## src/hofc_pkg.sv

```systemverilog
// hofc_pkg: constants shared by the hall output filter and clamp block
// assumes a 250 MHz core clock and 12-bit unsigned output codes
package hofc_pkg;
    localparam int unsigned CLK_HZ       = 250_000_000;
    localparam int unsigned LP_RATE_HZ   = 16_000;
    localparam int unsigned OUT_RATE_HZ  = 256_000;
    localparam int unsigned LP_DIV       = CLK_HZ / LP_RATE_HZ;
    localparam int unsigned OUT_DIV      = CLK_HZ / OUT_RATE_HZ;
    localparam int unsigned INTERP_STEPS = OUT_RATE_HZ / LP_RATE_HZ;

    localparam int          ADC_W  = 16;
    localparam int          CODE_W = 12;
    localparam int          ACC_W  = 24;

    // register byte offsets
    localparam logic [7:0]  OFS_BW_SEL  = 8'h00;
    localparam logic [7:0]  OFS_CLAMP_LO = 8'h04;
    localparam logic [7:0]  OFS_CLAMP_HI = 8'h08;
    localparam logic [7:0]  OFS_STATUS   = 8'h0C;
    localparam logic [7:0]  OFS_ECC_CTRL = 8'h10;

    // reset values
    localparam logic [2:0]  RST_BW_SEL   = 3'h7;
    localparam logic [11:0] RST_CLAMP_LO = 12'h000;
    localparam logic [11:0] RST_CLAMP_HI = 12'hFFF;

    // error output codes: full scale, and supply-fault levels (0.95 / 0.97)
    localparam logic [11:0] CODE_FULL   = 12'hFFF;
    localparam logic [11:0] CODE_UV     = 12'hF34;
    localparam logic [11:0] CODE_OV     = 12'hF86;

    localparam logic [1:0]  RESP_OKAY   = 2'h0;
    localparam logic [1:0]  RESP_SLVERR = 2'h2;

    typedef enum logic [1:0] {
        HOFC_ECC_IDLE  = 2'b00,
        HOFC_ECC_ONE   = 2'b01,
        HOFC_ECC_FATAL = 2'b10
    } hofc_ecc_t;
endpackage

```

## src/hofc_lowpass.sv

```systemverilog
// hofc_lowpass: first-order unity-dc-gain low pass with selectable shift
// assumes samples arrive on a one-cycle strobe from the owning block
module hofc_lowpass
    import hofc_pkg::*;
(
    // clock and reset
    input  wire logic              CLK_I,
    input  wire logic              RSTN_I,
    // sample stream
    input  wire logic              sample_en_i,
    input  wire logic [ADC_W-1:0]  sample_i,
    input  wire logic [2:0]        bw_sel_i,
    output logic      [ADC_W-1:0]  filt_o
);
    logic [ACC_W-1:0] acc_ff;
    logic [ACC_W-1:0] in_ext;
    logic [ACC_W:0]   delta;
    logic [ACC_W:0]   step;
    logic [3:0]       shift;

    // smaller shift means a wider cutoff; code 0 is the narrowest
    function automatic logic [3:0] bw_shift(input logic [2:0] sel);
        unique case (sel)
            3'd0:    bw_shift = 4'd7;
            3'd1:    bw_shift = 4'd6;
            3'd2:    bw_shift = 4'd5;
            3'd3:    bw_shift = 4'd4;
            3'd4:    bw_shift = 4'd3;
            3'd5:    bw_shift = 4'd2;
            3'd6:    bw_shift = 4'd1;
            default: bw_shift = 4'd0;
        endcase
    endfunction

    assign shift  = bw_shift(bw_sel_i);
    assign in_ext = {sample_i, 8'h00};
    // one spare bit keeps the difference signed over the full input range
    assign delta  = {1'b0, in_ext} - {1'b0, acc_ff};

    // settle exactly on input
    // a positive remainder below one step still moves by one lsb
    always_comb begin
        step = $signed(delta) >>> shift;
        if (!delta[ACC_W] && (delta != '0) && (step == '0)) begin
            step = {{ACC_W{1'b0}}, 1'b1};
        end
    end

    always_ff @(posedge CLK_I) begin
        if (!RSTN_I) begin
            acc_ff <= '0;
        end else if (sample_en_i) begin
            if (bw_sel_i == 3'd7) begin
                acc_ff <= in_ext;
            end else begin
                acc_ff <= acc_ff + step[ACC_W-1:0];
            end
        end
    end

    assign filt_o = acc_ff[ACC_W-1:8];
endmodule

```

## src/hofc_top.sv

```systemverilog
// hofc_top: input low pass, interpolation, limiter, clamp and error override
// assumes an axi4-lite master on the same clock and raw adc and dsp words
module hofc_top
    import hofc_pkg::*;
(
    // clock and reset
    input  wire logic              CLK_I,
    input  wire logic              RSTN_I,
    // axi4-lite write address
    input  wire logic              S_AXI_AWVALID_I,
    output logic                   S_AXI_AWREADY_O,
    input  wire logic [7:0]        S_AXI_AWADDR_I,
    // axi4-lite write data
    input  wire logic              S_AXI_WVALID_I,
    output logic                   S_AXI_WREADY_O,
    input  wire logic [31:0]       S_AXI_WDATA_I,
    input  wire logic [3:0]        S_AXI_WSTRB_I,
    // axi4-lite write response
    output logic                   S_AXI_BVALID_O,
    input  wire logic              S_AXI_BREADY_I,
    output logic [1:0]             S_AXI_BRESP_O,
    // axi4-lite read
    input  wire logic              S_AXI_ARVALID_I,
    output logic                   S_AXI_ARREADY_O,
    input  wire logic [7:0]        S_AXI_ARADDR_I,
    output logic                   S_AXI_RVALID_O,
    input  wire logic              S_AXI_RREADY_I,
    output logic [31:0]            S_AXI_RDATA_O,
    output logic [1:0]             S_AXI_RRESP_O,
    // hall converter and dsp datapath
    input  wire logic [ADC_W-1:0]  HALL_ADC_I,
    output logic [ADC_W-1:0]       DSP_IN_O,
    output logic                   DSP_IN_STB_O,
    input  wire logic signed [15:0] DSP_RESULT_I,
    // fault sources
    input  wire logic              EE_LINE_ERR_I,
    input  wire logic              EE_SCAN_DONE_I,
    input  wire logic              SUPPLY_UV_I,
    input  wire logic              SUPPLY_OV_I,
    // dac
    output logic [CODE_W-1:0]      DAC_CODE_O,
    output logic                   DAC_STB_O
);
    // strobe dividers
    logic [15:0]       lp_cnt_ff;
    logic [15:0]       out_cnt_ff;
    logic              lp_en;
    logic              out_en;
    // registers
    logic [2:0]        bw_sel_ff;
    logic [11:0]       clamp_lo_ff;
    logic [11:0]       clamp_hi_ff;
    // datapath
    logic [ADC_W-1:0]  filt;
    logic signed [16:0] interp_ff;
    logic signed [16:0] step_ff;
    logic signed [16:0] dsp_target;
    logic [11:0]       limited;
    logic [11:0]       clamped;
    logic [11:0]       nxt_code;
    // fault sync and ecc tracking
    logic [2:0]        uv_sync_ff;
    logic [2:0]        ov_sync_ff;
    logic [2:0]        lerr_sync_ff;
    logic [2:0]        sdone_sync_ff;
    logic              uv_ff;
    logic              ov_ff;
    logic              lerr_ff;
    logic              sdone_ff;
    logic              lerr_d_ff;
    hofc_ecc_t         ecc_ff;
    logic              ecc_corr_ff;
    // bus
    logic              aw_held_ff;
    logic              w_held_ff;
    logic [7:0]        aw_addr_ff;
    logic [31:0]       w_data_ff;
    logic [3:0]        w_strb_ff;

    // 16 kHz and 256 kHz strobes from the one clock
    always_ff @(posedge CLK_I) begin
        if (!RSTN_I) begin
            lp_cnt_ff  <= '0;
            out_cnt_ff <= '0;
        end else begin
            lp_cnt_ff  <= lp_en  ? 16'h0000 : lp_cnt_ff + 16'h0001;
            out_cnt_ff <= out_en ? 16'h0000 : out_cnt_ff + 16'h0001;
        end
    end
    assign lp_en  = (lp_cnt_ff == 16'(LP_DIV - 1));
    assign out_en = (out_cnt_ff == 16'(OUT_DIV - 1));

    hofc_lowpass u_lowpass (
        .CLK_I       (CLK_I),
        .RSTN_I      (RSTN_I),
        .sample_en_i (lp_en),
        .sample_i    (HALL_ADC_I),
        .bw_sel_i    (bw_sel_ff),
        .filt_o      (filt)
    );

    // new dsp sample each 16 kHz strobe
    always_ff @(posedge CLK_I) begin
        if (!RSTN_I) begin
            DSP_IN_O     <= '0;
            DSP_IN_STB_O <= 1'b0;
        end else begin
            DSP_IN_STB_O <= lp_en;
            if (lp_en) begin
                DSP_IN_O <= filt;
            end
        end
    end

    // dsp result scaled to 12-bit code units
    assign dsp_target = 17'($signed(DSP_RESULT_I) >>> 4);

    // linear ramp in sixteen steps per dsp result
    always_ff @(posedge CLK_I) begin
        if (!RSTN_I) begin
            interp_ff <= '0;
            step_ff   <= '0;
        end else if (lp_en) begin
            step_ff <= (dsp_target - interp_ff) >>> 4;
        end else if (out_en) begin
            interp_ff <= interp_ff + step_ff;
        end
    end

    assign limited = interp_ff[16] ? 12'h000 :
                     (interp_ff > 17'sd4095) ? 12'hFFF : interp_ff[11:0];

    // clamp on dac scale; high checked last wins
    always_comb begin
        clamped = limited;
        if (limited < clamp_lo_ff) begin
            clamped = clamp_lo_ff;
        end
        if (clamped > clamp_hi_ff || clamp_lo_ff > clamp_hi_ff) begin
            clamped = clamp_hi_ff;
        end
    end

    always_comb begin
        nxt_code = clamped;
        if (ecc_ff == HOFC_ECC_FATAL) begin
            nxt_code = CODE_FULL;
        end else if (ov_ff) begin
            nxt_code = CODE_OV;
        end else if (uv_ff) begin
            nxt_code = CODE_UV;
        end
    end

    always_ff @(posedge CLK_I) begin
        if (!RSTN_I) begin
            DAC_CODE_O <= CODE_FULL;
            DAC_STB_O  <= 1'b0;
        end else begin
            DAC_STB_O <= out_en;
            if (out_en) begin
                DAC_CODE_O <= nxt_code;
            end
        end
    end

    // fault inputs cross in through three flops; change taken when 2nd and 3rd agree
    always_ff @(posedge CLK_I) begin
        if (!RSTN_I) begin
            uv_sync_ff    <= '0;
            ov_sync_ff    <= '0;
            lerr_sync_ff  <= '0;
            sdone_sync_ff <= '0;
            uv_ff         <= 1'b0;
            ov_ff         <= 1'b0;
            lerr_ff       <= 1'b0;
            sdone_ff      <= 1'b0;
        end else begin
            uv_sync_ff    <= {uv_sync_ff[1:0], SUPPLY_UV_I};
            ov_sync_ff    <= {ov_sync_ff[1:0], SUPPLY_OV_I};
            lerr_sync_ff  <= {lerr_sync_ff[1:0], EE_LINE_ERR_I};
            sdone_sync_ff <= {sdone_sync_ff[1:0], EE_SCAN_DONE_I};
            if (uv_sync_ff[1] == uv_sync_ff[2]) begin
                uv_ff <= uv_sync_ff[2];
            end
            if (ov_sync_ff[1] == ov_sync_ff[2]) begin
                ov_ff <= ov_sync_ff[2];
            end
            if (lerr_sync_ff[1] == lerr_sync_ff[2]) begin
                lerr_ff <= lerr_sync_ff[2];
            end
            if (sdone_sync_ff[1] == sdone_sync_ff[2]) begin
                sdone_ff <= sdone_sync_ff[2];
            end
        end
    end

    // each rising line-error level marks one faulty line in the current scan
    // first line corrected; second line is fatal
    always_ff @(posedge CLK_I) begin
        if (!RSTN_I) begin
            lerr_d_ff   <= 1'b0;
            ecc_ff      <= HOFC_ECC_IDLE;
            ecc_corr_ff <= 1'b0;
        end else begin
            lerr_d_ff <= lerr_ff;
            unique case (ecc_ff)
                HOFC_ECC_IDLE: begin
                    if (lerr_ff && !lerr_d_ff) begin
                        ecc_ff      <= HOFC_ECC_ONE;
                        ecc_corr_ff <= 1'b1;
                    end
                end
                HOFC_ECC_ONE: begin
                    if (lerr_ff && !lerr_d_ff) begin
                        ecc_ff <= HOFC_ECC_FATAL;
                    end else if (sdone_ff) begin
                        ecc_ff <= HOFC_ECC_IDLE;
                    end
                end
                HOFC_ECC_FATAL: begin
                    ecc_ff <= HOFC_ECC_FATAL;
                end
                default: begin
                    ecc_ff <= HOFC_ECC_FATAL;
                end
            endcase
        end
    end

    // axi4-lite write: address and data taken in either order
    always_ff @(posedge CLK_I) begin
        if (!RSTN_I) begin
            aw_held_ff      <= 1'b0;
            w_held_ff       <= 1'b0;
            aw_addr_ff      <= '0;
            w_data_ff       <= '0;
            w_strb_ff       <= '0;
            S_AXI_AWREADY_O <= 1'b0;
            S_AXI_WREADY_O  <= 1'b0;
            S_AXI_BVALID_O  <= 1'b0;
            S_AXI_BRESP_O   <= RESP_OKAY;
        end else begin
            S_AXI_AWREADY_O <= !aw_held_ff && !S_AXI_AWREADY_O && !S_AXI_BVALID_O
                               && S_AXI_AWVALID_I;
            S_AXI_WREADY_O  <= !w_held_ff && !S_AXI_WREADY_O && !S_AXI_BVALID_O
                               && S_AXI_WVALID_I;
            if (S_AXI_AWVALID_I && S_AXI_AWREADY_O) begin
                aw_held_ff <= 1'b1;
                aw_addr_ff <= S_AXI_AWADDR_I;
            end
            if (S_AXI_WVALID_I && S_AXI_WREADY_O) begin
                w_held_ff <= 1'b1;
                w_data_ff <= S_AXI_WDATA_I;
                w_strb_ff <= S_AXI_WSTRB_I;
            end
            if (aw_held_ff && w_held_ff && !S_AXI_BVALID_O) begin
                aw_held_ff     <= 1'b0;
                w_held_ff      <= 1'b0;
                S_AXI_BVALID_O <= 1'b1;
                S_AXI_BRESP_O  <= (aw_addr_ff == OFS_BW_SEL || aw_addr_ff == OFS_CLAMP_LO
                                   || aw_addr_ff == OFS_CLAMP_HI) ? RESP_OKAY : RESP_SLVERR;
            end else if (S_AXI_BVALID_O && S_AXI_BREADY_I) begin
                S_AXI_BVALID_O <= 1'b0;
            end
        end
    end

    always_ff @(posedge CLK_I) begin
        if (!RSTN_I) begin
            bw_sel_ff   <= RST_BW_SEL;
            clamp_lo_ff <= RST_CLAMP_LO;
            clamp_hi_ff <= RST_CLAMP_HI;
        end else if (aw_held_ff && w_held_ff && !S_AXI_BVALID_O) begin
            if (aw_addr_ff == OFS_BW_SEL && w_strb_ff[0]) begin
                bw_sel_ff <= w_data_ff[2:0];
            end
            if (aw_addr_ff == OFS_CLAMP_LO) begin
                if (w_strb_ff[0]) clamp_lo_ff[7:0]  <= w_data_ff[7:0];
                if (w_strb_ff[1]) clamp_lo_ff[11:8] <= w_data_ff[11:8];
            end
            if (aw_addr_ff == OFS_CLAMP_HI) begin
                if (w_strb_ff[0]) clamp_hi_ff[7:0]  <= w_data_ff[7:0];
                if (w_strb_ff[1]) clamp_hi_ff[11:8] <= w_data_ff[11:8];
            end
        end
    end

    // axi4-lite read: one-cycle ready, data the cycle after
    always_ff @(posedge CLK_I) begin
        if (!RSTN_I) begin
            S_AXI_ARREADY_O <= 1'b0;
            S_AXI_RVALID_O  <= 1'b0;
            S_AXI_RDATA_O   <= '0;
            S_AXI_RRESP_O   <= RESP_OKAY;
        end else begin
            S_AXI_ARREADY_O <= S_AXI_ARVALID_I && !S_AXI_ARREADY_O && !S_AXI_RVALID_O;
            if (S_AXI_ARVALID_I && S_AXI_ARREADY_O) begin
                S_AXI_RVALID_O <= 1'b1;
                S_AXI_RRESP_O  <= RESP_OKAY;
                unique case (S_AXI_ARADDR_I)
                    OFS_BW_SEL:   S_AXI_RDATA_O <= {29'h0, bw_sel_ff};
                    OFS_CLAMP_LO: S_AXI_RDATA_O <= {20'h0, clamp_lo_ff};
                    OFS_CLAMP_HI: S_AXI_RDATA_O <= {20'h0, clamp_hi_ff};
                    OFS_STATUS:   S_AXI_RDATA_O <= {16'h0, DAC_CODE_O, ecc_corr_ff,
                                                    ecc_ff == HOFC_ECC_FATAL, ov_ff, uv_ff};
                    default: begin
                        S_AXI_RDATA_O <= '0;
                        S_AXI_RRESP_O <= RESP_SLVERR;
                    end
                endcase
            end else if (S_AXI_RVALID_O && S_AXI_RREADY_I) begin
                S_AXI_RVALID_O <= 1'b0;
            end
        end
    end
endmodule

```

## config.mk

```make
export PLATFORM = sky130hd
export DESIGN_NAME = hofc_top
export DESIGN_NICKNAME = d
export VERILOG_FILES = /design/src/hofc_pkg.sv /design/src/hofc_lowpass.sv /design/src/hofc_top.sv
export SDC_FILE = /design/constraint.sdc
export NUM_CORES = 1
export LEC_CHECK = 0
export ABC_AREA = 0
export BUFFER_PORTS_ARGS = -buffer_cell sky130_fd_sc_hd__buf_2
export CAP_MARGIN = 15
export CORE_ASPECT_RATIO = 1.25
export CORE_MARGIN = 3
export CORE_UTILIZATION = 56
export DETAILED_ROUTE_END_ITERATION = 8
export PLACE_DENSITY = 0.77
export SKIP_CTS_REPAIR_TIMING = 1
export SLEW_MARGIN = 15
export SYNTH_ARGS = -nofsm -noshare
export SYNTH_HDL_FRONTEND = slang
export SYNTH_SLANG_ARGS = --single-unit
```

## constraint.sdc

```tcl
create_clock -name CLK_I -period 9.86 [get_ports CLK_I]
set_input_delay 0.493 -clock CLK_I [delete_from_list [all_inputs] [get_ports CLK_I]]
set_output_delay 0.493 -clock CLK_I [all_outputs]
set_load 0.005 [all_outputs]
```

## Yosys cells after proc, flatten, opt, wreduce, memory -nomap -nowiden

Index checks and enable logic that the tools add are counted.

- Shifts and indexed selects: 1
- Equal/unequal tests: 22
- Reduce and logical (&&, ||, !) cells: 51
- Multiply operators: 0
- Divide/modulo/power cells: 0
- Bitwise gates (word level): 2
- Multiplexer cells: 21
- $lt $le $gt $ge: 4
- Add/sub/neg operators: 6

Operators with widths:

| cell | number |
|---|---|
| 12-bit 2-to-1 mux | 7 |
| 16-bit case mux with 4 select lines | 1 |
| 24-bit 2-to-1 mux | 2 |
| 16-bit by 1-bit adder with 16-bit output, second input constant | 2 |
| 25-bit logical NOT | 1 |
| 25-bit nonzero test | 1 |
| 25-bit by 3-bit >>> shifter with 25-bit output | 1 |
| 24-bit by 24-bit subtractor with 25-bit output | 1 |
| 24-bit adder | 1 |
| 8-bit by 4-bit equality test with 1-bit output, second input constant | 3 |
| 12-bit greater-than comparator | 2 |
| 3-bit case mux with 7 select lines | 1 |
| 1-bit logical AND | 19 |
| 17-bit by 13-bit adder with 17-bit output | 1 |
| 17-bit by 13-bit greater-than comparator with 1-bit output, second input constant | 1 |
| 12-bit by 17-bit subtractor with 17-bit output | 1 |
| 16-bit by 10-bit equality test with 1-bit output, second input constant | 1 |
| 16-bit by 14-bit equality test with 1-bit output, second input constant | 1 |
| 8-bit by 3-bit equality test with 1-bit output, second input constant | 2 |
| 8-bit logical NOT | 2 |
| 3-bit equality test, second input constant | 4 |
| 12-bit < comparator | 1 |
| 3-bit AND reduction | 4 |
| 2-bit 2-to-1 mux | 5 |
| 18 further kinds | 42 |

- Bits in read-only memories: 0
- Bits in writable memories: 0
- Word-level logic and storage cells: 145
- Latch bits: 0
- Register bits after elaboration: 228
- Memories kept: 0
- Output and inout port bits: 71

## Depth between registers and ports, before layout

- Word-level depth: 11
- Depth in mapped cells: 26
- Depth with buffers taken out: 24

## Modules after synthesis

Synthesis repeated with hierarchy kept, for this count alone.

- Cell total of the unflattened synthesis: 1837
- Area total of the unflattened synthesis: 14441.4 um^2

Modules (own cells, without submodules):

| module | seq. area each (um^2) | times used | cells an instance | area an instance (um^2) |
|---|---|---|---|---|
| hofc_top | 3723.6 | 1 | 1146 | 9431.5 |
| hofc_lowpass | 480.5 | 1 | 691 | 5009.8 |

## Least setup slack after synthesis

OpenSTA, ideal clock, no wires.

- Path type: input -> register
- From: in HALL_ADC_I[2]
- To: reg u_lowpass.acc_ff[20]
- Setup time: 0.095 ns
- Data required time: 9.765 ns
- Arrival: 5.546 ns
- Stages on the path: 24
- Setup slack: 4.219 ns
- Cells stage by stage: ha_1 -> clkbuf_1 -> a21oi_2 -> a21boi_1 -> or4bb_1 -> a21oi_1 -> nor3_4 -> mux4_2 -> mux2i_4 -> nor3_1 -> nand4_1 -> nand2_1 -> ha_1 -> fa_1 -> a21o_1 -> a221oi_1 -> a211oi_1 -> o211ai_1 -> a21boi_1 -> o21a_1 -> o41ai_1 -> xnor2_1 -> nand2_1 -> a221oi_1

- Word-level cells in the longest chain between the ends: 7

RTL lines:

| item | RTL line | text |
|---|---|---|
| start: declaration | hofc_top.sv:31 | `input wire logic [ADC_W-1:0] HALL_ADC_I,` |
| 24-bit by 24-bit subtractor with 25-bit output (*) | hofc_lowpass.sv:38 | `assign delta = {1'b0, in_ext} - {1'b0, acc_ff};` |
| 25-bit by 3-bit >>> shifter with 25-bit output, or another cell as far along | hofc_lowpass.sv:43 | `step = $signed(delta) >>> shift;` |
| 25-bit logical NOT or 1-bit logical AND (tied branches) | hofc_lowpass.sv:44 | `if (!delta[ACC_W] && (delta != '0) && (step == '0)) begin` |
| 1-bit logical AND | hofc_lowpass.sv:44 |  |
| 24-bit 2-to-1 mux (*) | hofc_lowpass.sv:44 |  |
| 24-bit adder (*) | hofc_lowpass.sv:56 | `acc_ff <= acc_ff + step[ACC_W-1:0];` |
| 24-bit 2-to-1 mux (*) | hofc_lowpass.sv:53 | `if (bw_sel_i == 3'd7) begin` |
| end signal: assignment | hofc_lowpass.sv:54 | `acc_ff <= in_ext;` |
| end signal: assignment | hofc_lowpass.sv:56 |  |
| end: declaration | hofc_lowpass.sv:15 | `logic [ACC_W-1:0] acc_ff;` |

Every way passes the cells marked *; elsewhere a longest branch is shown, timed or not.
A chain may end at the register's enable or synchronous reset.

## Worst setup path after layout

- From: reg u_lowpass.acc_ff[3]
- To: reg u_lowpass.acc_ff[22]

- Word-level cells in the longest chain between the ends: 7

RTL lines:

| item | RTL line |
|---|---|
| 24-bit by 24-bit subtractor with 25-bit output | hofc_lowpass.sv:38 |
| 25-bit by 3-bit >>> shifter with 25-bit output, or another cell as far along | hofc_lowpass.sv:43 |
| 25-bit logical NOT or 1-bit logical AND (tied branches) | hofc_lowpass.sv:44 |
| 1-bit logical AND | hofc_lowpass.sv:44 |
| 24-bit 2-to-1 mux | hofc_lowpass.sv:44 |
| 24-bit adder (*) | hofc_lowpass.sv:56 |
| 24-bit 2-to-1 mux (*) | hofc_lowpass.sv:53 |

Marked as above.

==> insert_results.sql <==
INSERT INTO impl_metrics (metric_group, metric, value, unit) VALUES
('timing', 'setup_viol', '0', ''),
('clocking', 'clock-sinks', '210', ''),
('detailed_routing', 'drc', '0', ''),
('detailed_routing', 'viasPerCell', '6.01', ''),
('global_routing', 'global_route.overflow_total', '0', ''),
('global_routing', 'grt_pass1_vias', '13100', ''),
('min_path', 'worstHoldPathType', 'input port to flop', ''),
('global_routing', 'grt_max_degree', '68', ''),
('clocking', 'insertion_delay', '520', 'ps'),
('clocking', 'cts_tree', 'yes', ''),
('pwr', 'power-per-cell-area', '125', 'mW/mm^2'),
('clocking', 'clk_transition_reported_paths', '70', 'ps'),
('cells_and_area', 'area_growth', '10.4', '%'),
('place', 'place.detailed.hpwl', '28400', 'um'),
('timing', 'slew_headroom', '29.5', '%'),
('clocking', 'cts_buffer_depth', '3', ''),
('floorplanning', 'std_cell_rows', '64', ''),
('setup_path', 'r2r-start', 'u_lowpass.acc_ff[3]', ''),
('detailed_routing', 'drt_first_pass_iters', '6', ''),
('detailed_routing', 'antenna_violating_nets_left', '0', ''),
('place', 'io_buffer_count', '121', ''),
('global_routing', 'grt_util_all_layers', '27.2', '%'),
('synthesis', 'synth.yosys.seq_area_share', '29.3', '%'),
('detailed_routing', 'wire_per_inst', '17.1', 'um'),
('min_path', 'whs_path_depth', '2', ''),
('cells_and_area', 'stdcell_area', '0.0158', 'mm^2'),
('cells_and_area', 'final_core_util', '63.8', '%'),
('setup_path', 'cp_data_required_time', '10300', 'ps'),
('place', 'globalplace.congestion', '0.954', ''),
('clocking', 'cts_max_level', '1', ''),
('cells_and_area', 'total_area_of_sequential_cells', '0.00421', 'mm^2'),
('synthesis', 'leading_register_cell_type_out_of_synthesis', 'sky130_fd_sc_hd__dfxtp_1', ''),
('min_path', 'min_to', 'sdone_sync_ff[0]', ''),
('pwr', 'total_power_consumption', '1970', 'uW'),
('setup_path', 'critical_path_class', 'flop to flop', ''),
('timing', 'min_period_over_period', '71.0', '%'),
('cells_and_area', 'antenna-diode-count', '0', ''),
('global_routing', 'grt_antenna_before_repair', '2', ''),
('timing', 'slew_at_the_pin_with_the_worst_max_slew_slack', '1060', 'ps'),
('timing', 'max_clock_freq', '143', 'MHz'),
('timing', 'setup_total_negative_slack', '0', 'ps'),
('setup_path', 'critPathArrivalTime', '7440', 'ps'),
('cells_and_area', 'layout-drive-gt1-share', '12.0', '%'),
('timing', 'rsz0062_at_grt', 'false', ''),
('synthesis', 'synth.yosys.warnings', '0', ''),
('timing', 'slew_violations', '0', ''),
('status', 'run_status', 'complete, no violations', ''),
('place', 'placed_cell_area', '0.0150', 'mm^2'),
('synthesis', 'synthesis.area_per_instance', '7.93', 'um^2'),
('cells_and_area', 'final_net_count', '2084', ''),
('synthesis', 'yosysUniqueCellTypes', '91', ''),
('job', 'drv.max_cap_violation_count', '0', ''),
('floorplanning', 'core', '0.0248', 'mm^2'),
('setup_path', 'setup.worst_path.start_class', 'flop', ''),
('cells_and_area', 'footprint_of_the_multi_input_gates', '0.00935', 'mm^2'),
('detailed_routing', 'total_routed_wirelength', '38200', 'um'),
('setup_path', 'rr_endpoint', 'u_lowpass.acc_ff[22]', ''),
('cells_and_area', 'nFillCells', '2207', ''),
('floorplanning', 'floorplan.io_pins', '166', ''),
('pwr', 'peakVddDrop', '159', 'uV'),
('pwr', 'cellLeakagePower', '0.00686', 'uW'),
('min_path', 'min_from', 'EE_SCAN_DONE_I', ''),
('detailed_routing', 'routed-via-count', '13400', ''),
('timing', 'timing.final.hold_violations', '0', ''),
('floorplanning', 'die_width', '149', 'um'),
('synthesis', 'yosys_register_bits', '210', ''),
('setup_path', 'reg_to_reg_setup_timing_slack', '2860', 'ps'),
('timing', 'hold_ws', '181', 'ps'),
('synthesis', 'synth_edf_count', '0', ''),
('setup_path', 'critical_path_peak_fanout', '12', ''),
('global_routing', 'first_pass_grt_wire_length', '62800', 'um'),
('timing', 'final.min_clock_period', '7000', 'ps'),
('synthesis', 'syn-instance-count', '1810', ''),
('synthesis', 'netlist_area', '0.0143', 'mm^2'),
('clocking', 'cts-buffers-inserted', '24', ''),
('timing', 'largest_clock_skew_in_the_final_design', '15.4', 'ps'),
('clocking', 'clk_root_buffer_cell', 'sky130_fd_sc_hd__clkbuf_16', ''),
('floorplanning', 'initial_core_util', '57.8', '%'),
('setup_path', 'worst-r2r-cell-count', '22', ''),
('detailed_routing', 'dr.first_iter.drc_count', '1053', ''),
('synthesis', 'synthArstFlopShare', '0', '%'),
('setup_path', 'sort_of_element_at_the_end_of_the_critical_path', 'flop', ''),
('floorplanning', 'floorplan.die_area', '0.0276', 'mm^2'),
('floorplanning', 'die-height', '185', 'um');
Yosys cell counts (all sizes together), types with 38 or more instances:
master,n,area share [%]
dfxtp,210,29
a21oi,142,5.0
nor3,38,1.4
nand3,49,1.7
o21ai,79,2.8
nand2,200,5.2
ha,109,9.5
xnor2,46,2.8
clkbuf,75,2.0
nor2,193,5.0
inv,95,2.5
a21o,47,2.5
and2,38,1.7
cells by family after synthesis:
group / after synthesis / synth area share [%]
AND/OR/NAND/NOR: 667 / 22.6
AO/OA/AOI/OAI: 473 / 21.8
flip-flops: 210 / 29.3
buffers and inverters: 203 / 5.95
adder cells (fa/ha/maj): 111 / 9.78
XOR/XNOR: 83 / 5.07
multiplexers: 62 / 5.52
other: 1 / 0.0261
through the flow:
stage / setup WS, ps / instances
5_1_grt: 2440 / 2226
4_1_cts: 2960 / 2226
3_3_place_gp: 3010 / 2182
2_1_floorplan: 4220 / 1827
6_report: 2860 / 2226
3_5_place_dp: 2850 / 2182
layout make-up:
type | instances | share of cell area, %
clock buffer | 32 | 4.43
clock inverter | 12 | 0.727
inverter | 95 | 2.26
multi-input combinational | 1414 | 59.0
sequential | 210 | 26.5
tap | 330 | 2.61
timing repair buffer | 133 | 4.39
worst max-delay path: stages (launching register included):
cell and delay, ps:
sky130_fd_sc_hd__dfxtp_1 480, sky130_fd_sc_hd__or4_1 790, sky130_fd_sc_hd__nor4_4 530, sky130_fd_sc_hd__or4bb_1 210, sky130_fd_sc_hd__and4b_1 230, sky130_fd_sc_hd__nor3_4 80
sky130_fd_sc_hd__mux4_2 500, sky130_fd_sc_hd__mux2i_1 300, sky130_fd_sc_hd__nor3_1 110, sky130_fd_sc_hd__nand4_1 130, sky130_fd_sc_hd__nand2_1 90, sky130_fd_sc_hd__ha_1 240
sky130_fd_sc_hd__fa_1 410, sky130_fd_sc_hd__a21o_1 200, sky130_fd_sc_hd__a221oi_1 620, sky130_fd_sc_hd__a211oi_1 220, sky130_fd_sc_hd__o211ai_1 320, sky130_fd_sc_hd__a21boi_1 120
sky130_fd_sc_hd__o21a_1 200, sky130_fd_sc_hd__o41ai_1 530, sky130_fd_sc_hd__nor2b_1 260, sky130_fd_sc_hd__nand4b_1 120, sky130_fd_sc_hd__a31oi_1 230
flip-flops by register name (all words and copies together), names as in the netlist, 2 cells and up:
| signal | count |
|---|---|
| clamp_lo_ff | 12 |
| lp_cnt_ff | 16 |
| DAC_CODE_O | 12 |
| lerr_sync_ff | 3 |
| interp_ff | 17 |
| DSP_IN_O | 16 |
| step_ff | 13 |
| w_data_ff | 12 |
| uv_sync_ff | 3 |
| out_cnt_ff | 16 |
| bw_sel_ff | 3 |
| clamp_hi_ff | 12 |
| ov_sync_ff | 3 |
| S_AXI_RDATA_O | 16 |
| aw_addr_ff | 8 |
| ecc_ff | 2 |
| u_lowpass.acc_ff | 24 |
| sdone_sync_ff | 3 |
| w_strb_ff | 2 |
placed cells by master (no fill, tap or decap), drive strengths merged, types with 8 or more instances in the layout:
| cell type | synthesis | routed |
|---|---|---|
| a22oi | 22 | 22 |
| nand2b | 24 | 24 |
| ha | 109 | 109 |
| and2 | 38 | 38 |
| and3 | 16 | 16 |
| buf | 33 | 133 |
| mux2i | 34 | 34 |
| nand3 | 49 | 49 |
| clkbuf | 75 | 32 |
| nor2b | 10 | 10 |
| nor2 | 193 | 193 |
| nor3 | 38 | 38 |
| nand2 | 200 | 200 |
| o211ai | 33 | 33 |
| o21a | 14 | 14 |
| dfxtp | 210 | 210 |
| mux2 | 17 | 17 |
| nand4 | 26 | 26 |
| a21oi | 142 | 142 |
| inv | 95 | 94 |
| a221oi | 13 | 13 |
| or3 | 15 | 15 |
| xor2 | 37 | 37 |
| a31oi | 17 | 17 |
| mux4 | 11 | 11 |
| conb | 1 | 18 |
| xnor2 | 46 | 46 |
| a21o | 47 | 47 |
| a211oi | 20 | 20 |
| clkinv | 0 | 9 |
| o21ai | 79 | 79 |
| o31ai | 10 | 10 |
| nor4 | 11 | 11 |
| o21bai | 8 | 8 |
| nor4b | 8 | 8 |
worst max path at each step:
stage | startpoint | endpoint | slack (ps) | cells past startpoint
4_1_cts | u_lowpass.acc_ff[3] | u_lowpass.acc_ff[22] | 2960 | 22
6_report | u_lowpass.acc_ff[3] | u_lowpass.acc_ff[22] | 2860 | 22
2_1_floorplan | HALL_ADC_I[2] | u_lowpass.acc_ff[20] | 4220 | 24
5_1_grt | u_lowpass.acc_ff[10] | u_lowpass.acc_ff[22] | 2440 | 24
3_3_place_gp | HALL_ADC_I[2] | u_lowpass.acc_ff[22] | 3010 | 24
3_5_place_dp | HALL_ADC_I[2] | u_lowpass.acc_ff[22] | 2850 | 24
power by group:
group	internal, uW	switching, uW	leakage (uW)
registers	857	6.74	0.00170
clock network	531	374	0.000396
logic	81.8	124	0.00476
layer usage:
metal / part of all wire, % / wire length (um) / up-vias / track usage [%]
li1: - / - / 6617 / -
met1: 40 / 15400 / 6248 / 31.5
met2: 50 / 19200 / 395 / 50.2
met3: 5.1 / 1950 / 105 / 3.70
met4: 4.0 / 1530 / 4 / 11.0
met5: 0.055 / 21 / - / 0
Power figures use the tool's default switching activity.
